File: src/rtl/idr_regs.svh
`ifndef IDR_REGS_SVH
`define IDR_REGS_SVH

// Ticker timing: one count per microsecond from a 100 ns clock.
`define IDR_TICK_NS      1000
`define IDR_CLK_NS       100
`define IDR_TICK_CYCLES  ((`IDR_TICK_NS + `IDR_CLK_NS - 1) / `IDR_CLK_NS)

// Process interrupt fields.
`define IDR_UL_CH0_BIT   0
`define IDR_UL_CH1_BIT   1
`define IDR_UL_RESET     8'h00
`define IDR_STAMP_RESET  16'h0000
`define IDR_TICK_RESET   32'h0000_0000

// Diagnostic record selectors.
`define IDR_REC_FULL     16'h0001
`define IDR_REC_SHORT    16'h0000
`define IDR_IX_FULL      16'h2F01
`define IDR_IX_SHORT     16'h2F00

// Diagnostic record layout: content bytes from outside, then the 32-bit ticker.
`define IDR_INFO_BYTES   16
`define IDR_REC_BYTES    20
`define IDR_FULL_LEN     5'h14
`define IDR_SHORT_LEN    5'h04

`endif

File: src/rtl/idr_pkg.sv
package idr_pkg;

   typedef enum logic [0:0] {
      chan_clear,
      chan_raised
   } idr_chan_e;

   typedef struct packed {
      logic [1:0] meta;
      idr_chan_e  st;
      logic       incoming;
      logic       going;
   } idr_chan_s;

   typedef struct packed {
      logic        req;
      logic        by_index;
      logic [15:0] select;
      logic [4:0]  offset;
   } idr_rd_req_s;

   typedef struct packed {
      logic       ack;
      logic       err;
      logic [7:0] data;
      logic [4:0] len;
   } idr_rd_ans_s;

   typedef struct packed {
      logic [3:0]        prescale;
      logic [31:0]       ticker;
      logic [1:0]        ul_meta;
      logic [1:0]        ul_sync;
      logic [1:0]        ul_prev;
      logic [7:0]        flags;
      logic [15:0]       stamp;
      logic              proc_irq;
      logic              diag_in;
      logic              diag_go;
      logic              fault;
      logic [19:0][7:0]  rec;
      idr_rd_ans_s       ans;
   } idr_state_s;

endpackage

File: src/rtl/idr_top.sv
`timescale 1ns/100ps
`include "idr_regs.svh"

module idr_top (
   // Clock and reset
   input  wire logic                              clock,
   input  wire logic                              rst_b,
   // Parameter settings
   input  wire logic                              proc_irq_enable,
   input  wire logic                              diag_irq_enable,
   // Limit underflow conditions per channel
   input  wire logic [1:0]                        underflow_pin,
   // Diagnostic conditions per channel and record content
   input  wire logic [1:0]                        diag_cond_pin,
   input  wire logic [`IDR_INFO_BYTES-1:0][7:0]   diag_info,
   // Process interrupt
   output logic                                   proc_irq,
   output logic [7:0]                             limit_underflow_flags,
   output logic [15:0]                            interrupt_timestamp,
   // Diagnostic interrupt
   output logic                                   diag_irq_incoming,
   output logic                                   diag_irq_going,
   output logic                                   fault_indicator,
   // Record read port
   input  wire idr_pkg::idr_rd_req_s              rd_req,
   output idr_pkg::idr_rd_ans_s                   rd_ans
);

   localparam logic [3:0] TICK_LAST = 4'(`IDR_TICK_CYCLES - 1);

   idr_pkg::idr_state_s st;
   idr_pkg::idr_state_s next_st;
   idr_pkg::idr_chan_s  chan [2];

   genvar g;
   generate
      for (g = 0; g < 2; g++) begin : g_chan
         idr_chan u_chan (
            .clock    (clock),
            .rst_b    (rst_b),
            .cond_pin (diag_cond_pin[g]),
            .enable   (diag_irq_enable),
            .chan     (chan[g])
         );
      end
   endgenerate

   assign proc_irq              = st.proc_irq;
   assign limit_underflow_flags = st.flags;
   assign interrupt_timestamp   = st.stamp;
   assign diag_irq_incoming     = st.diag_in;
   assign diag_irq_going        = st.diag_go;
   assign fault_indicator       = st.fault;
   assign rd_ans                = st.ans;

   always_comb begin
      logic [1:0]  ul_edge;
      logic        any_in;
      logic        any_go;
      logic        full_sel;
      logic        short_sel;
      logic [4:0]  len;
      ul_edge   = 2'h0;
      any_in    = 1'b0;
      any_go    = 1'b0;
      full_sel  = 1'b0;
      short_sel = 1'b0;
      len       = 5'h00;
      next_st   = st;

      // Ticker: a prescaler gives one count per microsecond.
      if (st.prescale == TICK_LAST) begin
         next_st.prescale = 4'h0;
         next_st.ticker   = st.ticker + 32'h0000_0001;
      end else begin
         next_st.prescale = st.prescale + 4'h1;
      end

      // Process interrupt on a rising underflow condition.
      next_st.ul_meta  = underflow_pin;
      next_st.ul_sync  = st.ul_meta;
      next_st.ul_prev  = st.ul_sync;
      ul_edge          = st.ul_sync & ~st.ul_prev;
      next_st.proc_irq = 1'b0;
      if (proc_irq_enable && (ul_edge != 2'h0)) begin
         next_st.proc_irq                 = 1'b1;
         next_st.flags                    = `IDR_UL_RESET;
         next_st.flags[`IDR_UL_CH0_BIT]   = ul_edge[0];
         next_st.flags[`IDR_UL_CH1_BIT]   = ul_edge[1];
         next_st.stamp                    = st.ticker[15:0];
      end

      // Diagnostic interrupts collected from both channels.
      any_in          = chan[0].incoming | chan[1].incoming;
      any_go          = chan[0].going | chan[1].going;
      next_st.diag_in = any_in;
      next_st.diag_go = any_go;
      next_st.fault   = (chan[0].st == idr_pkg::chan_raised) ||
                        (chan[1].st == idr_pkg::chan_raised);
      if (any_in || any_go) begin
         for (int i = 0; i < `IDR_INFO_BYTES; i++) begin
            next_st.rec[i] = diag_info[i];
         end
         for (int i = 0; i < 4; i++) begin
            next_st.rec[`IDR_INFO_BYTES + i] = st.ticker[8*i +: 8];
         end
      end

      // Record reads, answered one cycle after the request.
      next_st.ans = '{ack: 1'b0, err: 1'b0, data: 8'h00, len: 5'h00};
      if (rd_req.req) begin
         if (rd_req.by_index) begin
            full_sel  = (rd_req.select == `IDR_IX_FULL);
            short_sel = (rd_req.select == `IDR_IX_SHORT);
         end else begin
            full_sel  = (rd_req.select == `IDR_REC_FULL);
            short_sel = (rd_req.select == `IDR_REC_SHORT);
         end
         if (full_sel) begin
            len = `IDR_FULL_LEN;
         end else if (short_sel) begin
            len = `IDR_SHORT_LEN;
         end else begin
            len = 5'h00;
         end
         next_st.ans.ack = 1'b1;
         next_st.ans.len = len;
         if (rd_req.offset < len) begin
            next_st.ans.data = st.rec[rd_req.offset];
         end else begin
            next_st.ans.err = 1'b1;
         end
      end
   end

   always_ff @(posedge clock or negedge rst_b) begin
      if (!rst_b) begin
         st <= '0;
      end else begin
         st <= next_st;
      end
   end

endmodule

File: src/rtl/idr_chan.sv
`timescale 1ns/100ps
`include "idr_regs.svh"

// Tracks one channel's diagnostic condition between incoming and going.
module idr_chan (
   // Clock and reset
   input  wire logic             clock,
   input  wire logic             rst_b,
   // Condition pin and enable from parameter settings
   input  wire logic             cond_pin,
   input  wire logic             enable,
   // Channel state
   output idr_pkg::idr_chan_s    chan
);

   idr_pkg::idr_chan_s st;
   idr_pkg::idr_chan_s next_st;
   logic               cond;

   assign cond = st.meta[1];
   assign chan = st;

   always_comb begin
      next_st          = st;
      next_st.meta     = {st.meta[0], cond_pin};
      next_st.incoming = 1'b0;
      next_st.going    = 1'b0;
      case (st.st)
         idr_pkg::chan_clear: begin
            if (cond && enable) begin
               next_st.st       = idr_pkg::chan_raised;
               next_st.incoming = 1'b1;
            end
         end
         idr_pkg::chan_raised: begin
            // Any further change while raised is dropped; only the clearing counts.
            if (!cond) begin
               next_st.st    = idr_pkg::chan_clear;
               next_st.going = 1'b1;
            end
         end
         default: next_st.st = idr_pkg::chan_clear;
      endcase
   end

   always_ff @(posedge clock or negedge rst_b) begin
      if (!rst_b) begin
         st <= '{meta: 2'h0, st: idr_pkg::chan_clear, incoming: 1'b0, going: 1'b0};
      end else begin
         st <= next_st;
      end
   end

endmodule

File: config.mk
export PLATFORM = sky130hd
export DESIGN_NAME = idr_top
export DESIGN_NICKNAME = d
export VERILOG_FILES = /design/src/rtl/idr_pkg.sv /design/src/rtl/idr_top.sv /design/src/rtl/idr_chan.sv
export VERILOG_INCLUDE_DIRS = /design/src /design/src/rtl
export SDC_FILE = /design/constraint.sdc
export NUM_CORES = 1
export LEC_CHECK = 0
export ABC_CLOCK_PERIOD_IN_PS = 1900
export BUFFER_PORTS_ARGS = -buffer_cell sky130_fd_sc_hd__buf_2
export CORE_UTILIZATION = 41
export CTS_CLUSTER_SIZE = 10
export DETAILED_ROUTE_END_ITERATION = 8
export GPL_ROUTABILITY_DRIVEN = 0
export RECOVER_POWER = 50
export SYNTH_ARGS = -nofsm -noshare
export SYNTH_HDL_FRONTEND = slang
export SYNTH_SLANG_ARGS = --single-unit
File: constraint.sdc
create_clock -name clock -period 1.9 [get_ports clock]
set_input_delay 0.38 -clock clock [delete_from_list [all_inputs] [get_ports clock]]
set_output_delay 0.38 -clock clock [all_outputs]
set_load 0.05 [all_outputs]
After elaboration in Yosys (flattened, before gate mapping):

Cells that the tools add are included.

* register bits: 249
* input bits: 159
* output and inout bits: 43
* logic and storage cells: 90

* add/sub/neg operators: 2
* $lt $le $gt $ge: 2
* eq/ne operators: 4
* mux-type cells: 26
* bitwise gates (word level): 6
* reductions and logical operators: 7

Operators by type and width (count)
* $bmux 8 s5: 1
* $add 32x1->32 const B: 1
* $eq 16x14->1 const B: 2
* $eq 16x1->1 const B: 1
* $logic_not 16->1: 1
* $mux 8: 2
* $mux 15: 1
* $mux 1: 14
* $mux 5: 2
* $lt 5x6->1 const B: 1
* $lt 5x5->1: 1
* $add 4x1->4 const B: 1
* $eq 4x4->1 const B: 1
* $mux 2: 2
* $mux 4: 1
* $pmux 1 s2: 2
* $logic_and 1x1->1: 3
* $mux 3: 1
* $and 2x2->2: 1
* $logic_or 1x1->1: 2
* $not 1->1: 2
* $not 2->2: 1
* $or 1x1->1: 2
* $reduce_bool 2->1: 1

Logic depth before layout (Yosys ltp):

* depth in word-level cells: 9
* gate-level depth with buffers: 8

By module:

Synthesis repeated with hierarchy kept, for this count alone.

* cells, all modules: 723
* area total of the unflattened synthesis: 10779.1 um^2

Modules (own cells, without submodules)
* idr_top: times used 1, cells each 705, area an instance 10461.3 um^2, sequential area each 5905.7 um^2
* idr_chan: times used 2, cells each 9, area an instance 158.9 um^2, sequential area each 125.1 um^2

Least setup slack after synthesis:

No wires, ideal clock.

* path type: input -> register
* start: input port rd_req[15] (netlist name)
* end: register st, in the netlist rd_ans[12]
* library setup time: 0.066 ns
* data arrival time: 2.129 ns
* required time: 1.834 ns
* path slack: -0.296 ns
* stages on the path: 8
* cell sequence: or4_1 -> nor4_1 -> o2111a_2 -> nand2_1 -> ha_1 -> nor4b_1 -> a21o_2 -> and3_1

RTL lines
* start: declaration: line idr_top.sv:25 `input wire idr_pkg::idr_rd_req_s rd_req,`
* end signal: assignment: line idr_top.sv:140 `st <= next_st;`
* end: declaration: line idr_top.sv:31 `idr_pkg::idr_state_s st;`

==> flow_results.xml <==
<?xml version="1.0" encoding="UTF-8"?>
<metrics>
  <group name="synth">
    <metric name="yosysUniqueCellTypes" unit="">45</metric>
    <metric name="dominantRegCellSynth" unit="">sky130_fd_sc_hd__dfrtp_1</metric>
    <metric name="synth_area" unit="mm^2">0.01079</metric>
    <metric name="synth_top_cells_by_count" unit="">sky130_fd_sc_hd__dfrtp_1, sky130_fd_sc_hd__mux2_2, sky130_fd_sc_hd__buf_4</metric>
    <metric name="post-synth-top-area-cell" unit="">sky130_fd_sc_hd__dfrtp_1</metric>
    <metric name="synth.most_common_cell" unit="">sky130_fd_sc_hd__dfrtp_1</metric>
    <metric name="yosys_register_bits" unit="">246</metric>
    <metric name="seq_area_frac_synth" unit="">0.5706</metric>
    <metric name="gate_count_after_technology_mapping" unit="">736</metric>
    <metric name="synth.top_cell.area_share" unit="">0.5706</metric>
    <metric name="synthArstFlopShare" unit="">1.000</metric>
    <metric name="number_of_enable_type_register_cells_in_the_synthesized_netlist" unit="">0</metric>
    <metric name="synth_area_leaders" unit="">sky130_fd_sc_hd__dfrtp_1, sky130_fd_sc_hd__mux2_2, sky130_fd_sc_hd__mux4_2, sky130_fd_sc_hd__buf_4, sky130_fd_sc_hd__xnor2_1</metric>
    <metric name="post_synth.cell_area_avg" unit="um^2">14.66</metric>
    <metric name="synth_warnings" unit="">0</metric>
  </group>
  <group name="placed_design">
    <metric name="place_inst" unit="">1238</metric>
    <metric name="place_hpwl" unit="um">16530</metric>
    <metric name="pre_cts_slack" unit="ns">-0.4250</metric>
    <metric name="placed_cell_area" unit="mm^2">0.01220</metric>
    <metric name="placement.io_buffers" unit="">192</metric>
  </group>
  <group name="sta">
    <metric name="grt_setup_unrepaired" unit="">false</metric>
    <metric name="fin_skew" unit="ns">0.01377</metric>
    <metric name="worst_slew_margin_rel" unit="">0.3782</metric>
    <metric name="hold_violations" unit="">0</metric>
    <metric name="max_freq" unit="GHz">0.5660</metric>
    <metric name="totalNegativeSetupSlack" unit="ns">0</metric>
    <metric name="timing.hold.ws" unit="ns">0.06472</metric>
    <metric name="final.setup.worst_slack" unit="ns">0.1331</metric>
    <metric name="layout_min_cycle_time" unit="ns">1.767</metric>
    <metric name="final.period_utilization" unit="">0.9299</metric>
    <metric name="tightestPinTransition" unit="ns">0.9327</metric>
    <metric name="drv_slew" unit="">0</metric>
    <metric name="setup_viol" unit="">0</metric>
  </group>
  <group name="cells_and_area">
    <metric name="area.growth.synth_to_final" unit="%">20.58</metric>
    <metric name="post_route_cells_drive_above_1_share" unit="">0.5228</metric>
    <metric name="filler_cells_inserted" unit="">2276</metric>
    <metric name="final_core_utilization" unit="">0.5021</metric>
    <metric name="final_cell_count_no_fill" unit="">1280</metric>
    <metric name="final_cell_area" unit="mm^2">0.01301</metric>
    <metric name="antennaDiodeCount" unit="">0</metric>
    <metric name="design.final.nets" unit="">1100</metric>
  </group>
  <group name="pwr">
    <metric name="power.density" unit="mW/mm^2">967.1</metric>
    <metric name="p_total" unit="mW">12.58</metric>
    <metric name="worst_ir_drop_vdd" unit="mV">0.6956</metric>
    <metric name="p_leak" unit="nW">6.085</metric>
  </group>
  <group name="clocking">
    <metric name="clkLatencyLatePin" unit="ns">0.53</metric>
    <metric name="clock_tree.htree_level_count" unit="">1</metric>
    <metric name="cts.root.buffer_cell" unit="">sky130_fd_sc_hd__clkbuf_16</metric>
    <metric name="clock-sinks" unit="">246</metric>
    <metric name="cts_setup_buffers" unit="">0</metric>
    <metric name="clock_tree.buffer_depth" unit="">3</metric>
    <metric name="tritoncts" unit="">yes</metric>
    <metric name="clkSlewWorstSetupHoldPaths" unit="ns">0.05</metric>
    <metric name="numCtsBuffers" unit="">29</metric>
  </group>
  <group name="global_routing">
    <metric name="globalRoute.totalOverflow" unit="">0</metric>
    <metric name="grt_util_met1" unit="">0.2344</metric>
    <metric name="global_route.usage.total" unit="">0.1758</metric>
    <metric name="gr_peak_layer" unit="">met2</metric>
    <metric name="grt_start_max_net_pins" unit="">101</metric>
    <metric name="first_global_vias" unit="">6652</metric>
    <metric name="grt.met2_usage" unit="">0.2967</metric>
    <metric name="grt.met3_usage" unit="">0.02980</metric>
    <metric name="grt_pass1_wl" unit="um">36400</metric>
    <metric name="initial_antenna_violation_count" unit="">0</metric>
  </group>
  <group name="route">
    <metric name="first_pass_iters" unit="">4</metric>
    <metric name="avg_vias_per_cell" unit="">5.059</metric>
    <metric name="routed_wire_length_per_instance" unit="um">18.18</metric>
    <metric name="antenna_violating_nets_post_route" unit="">0</metric>
    <metric name="via_count" unit="">6476</metric>
    <metric name="first_iter_violations" unit="">381</metric>
    <metric name="wirelength" unit="um">23270</metric>
    <metric name="drc" unit="">0</metric>
  </group>
  <group name="die">
    <metric name="initial_utilization" unit="">0.4164</metric>
    <metric name="die_h" unit="um">164.2</metric>
    <metric name="placement_rows" unit="">59</metric>
    <metric name="die_area" unit="mm^2">0.02697</metric>
    <metric name="top_ports" unit="">202</metric>
    <metric name="die_x" unit="um">164.2</metric>
    <metric name="core_area" unit="mm^2">0.02591</metric>
  </group>
  <group name="setup_path">
    <metric name="cp_data_arrival_time" unit="ns">2.23</metric>
    <metric name="path_max_fanout" unit="">8</metric>
    <metric name="crit_path_max_incr_delay" unit="ns">0.52</metric>
    <metric name="worst-endpoint-required" unit="ns">2.37</metric>
    <metric name="setup.worst_path.start_class" unit="">input port</metric>
    <metric name="timing.critical_path.slowest_stage_cell" unit="">sky130_fd_sc_hd__or4_1</metric>
    <metric name="setup.worst_path.end_class" unit="">register</metric>
    <metric name="timing.setup.critical_path_class" unit="">in2reg</metric>
    <metric name="worst_path_dominant_cell_family" unit="">simple AND/OR/NAND/NOR gates</metric>
    <metric name="crit_path_cell_trace" unit="">buf_2, or4_1, nor4_1, o2111a_2, nand2_2, ha_4, nor3b_1, a21o_2, and3_1</metric>
    <metric name="cp_num_buf_inv" unit="">1</metric>
  </group>
  <group name="hold_path">
    <metric name="min-delay-path-class" unit="">in2reg</metric>
  </group>
  <group name="flow_run">
    <metric name="maxCapViolCount" unit="">0</metric>
  </group>
  <group name="status">
    <metric name="outcome" unit="">finished clean</metric>
  </group>
</metrics>
## power by group
group	switching [mW]	internal, mW
registers	0.225	5.73
clock network	1.98	2.88
logic	0.810	0.962
## routing by layer
layer | wire length, um | vias to the layer above | part of all wire
met2 | 11230 | 183 | 0.48
met4 | 523 | 0 | 0.022
met1 | 10150 | 3261 | 0.44
met3 | 1362 | 36 | 0.059
met5 | 0 | - | 0
li1 | - | 2996 | -
## placed cells by master, fill, tap and decap left out, drive strengths merged, types with 2 or more instances in the layout
cell           n
or2            4
dlygate4sd3    5
and2           2
nand3         13
nor2          18
o21ai          5
nor2b          5
nand2         37
nor4           3
nand4          6
and4           2
o22ai          8
dfrtp        246
xor2           8
conb           9
mux2         174
inv            5
buf          230
ha             2
clkbuf        39
a21oi          9
clkinv         2
o21a           3
mux2i          9
and3          17
xnor2         24
mux4          40
a22oi          8
## logic make-up (layout without fill, tap and decap cells)
family | Yosys count | in the layout | share of synthesized area
XOR/XNOR | 32 | 32 | 0.02598
buffers and inverters | 81 | 282 | 0.04743
AND/OR/NAND/NOR | 114 | 114 | 0.05729
other | 1 | 9 | 0.0003476
multiplexers | 223 | 223 | 0.2735
AO/OA/AOI/OAI | 37 | 37 | 0.02261
adder cells (fa/ha/maj) | 2 | 2 | 0.002319
flip-flops | 246 | 246 | 0.5706
## final timing paths
check	from	cells after the start	slack, ns	endpoint
hold / removal	rd_req[22]	1	0.06	rd_ans[14]
min in group asynchronous	rst_b	2	0.25	st[113]
setup / recovery	rd_req[15]	9	0.13	rd_ans[10]
hold reg to reg	g_chan[1].u_chan.chan[3]	0	0.34	g_chan[1].u_chan.chan[4]
max in group asynchronous	rst_b	3	0.38	st[31]
setup reg to reg	st[243]	6	0.14	st[228]
## repair_timing
action,4_1_cts,5_1_grt
resized for setup,0,1
endpoints found under the setup margin,0,2
hold buffers,5,0
hold endpoints to repair,250,0
## state kept, by name, indices dropped and copies added (netlist names), 2 cells and up
name,flops
limit_underflow_flags,2
interrupt_timestamp,16
g_chan.u_chan.chan,10
next_st,4
st,198
rd_ans,12
## cell type report
class	count	area, um^2	share of cell area
multi-input combinational	417	4183	0.3215
clock buffer	35	758.2	0.05828
inverter	6	22.52	0.001731
sequential	246	6156	0.4732
tap	335	419.2	0.03222
timing repair buffer	239	1436	0.1104
clock inverter	2	35.03	0.002693
Power figures use the tool's default switching activity.
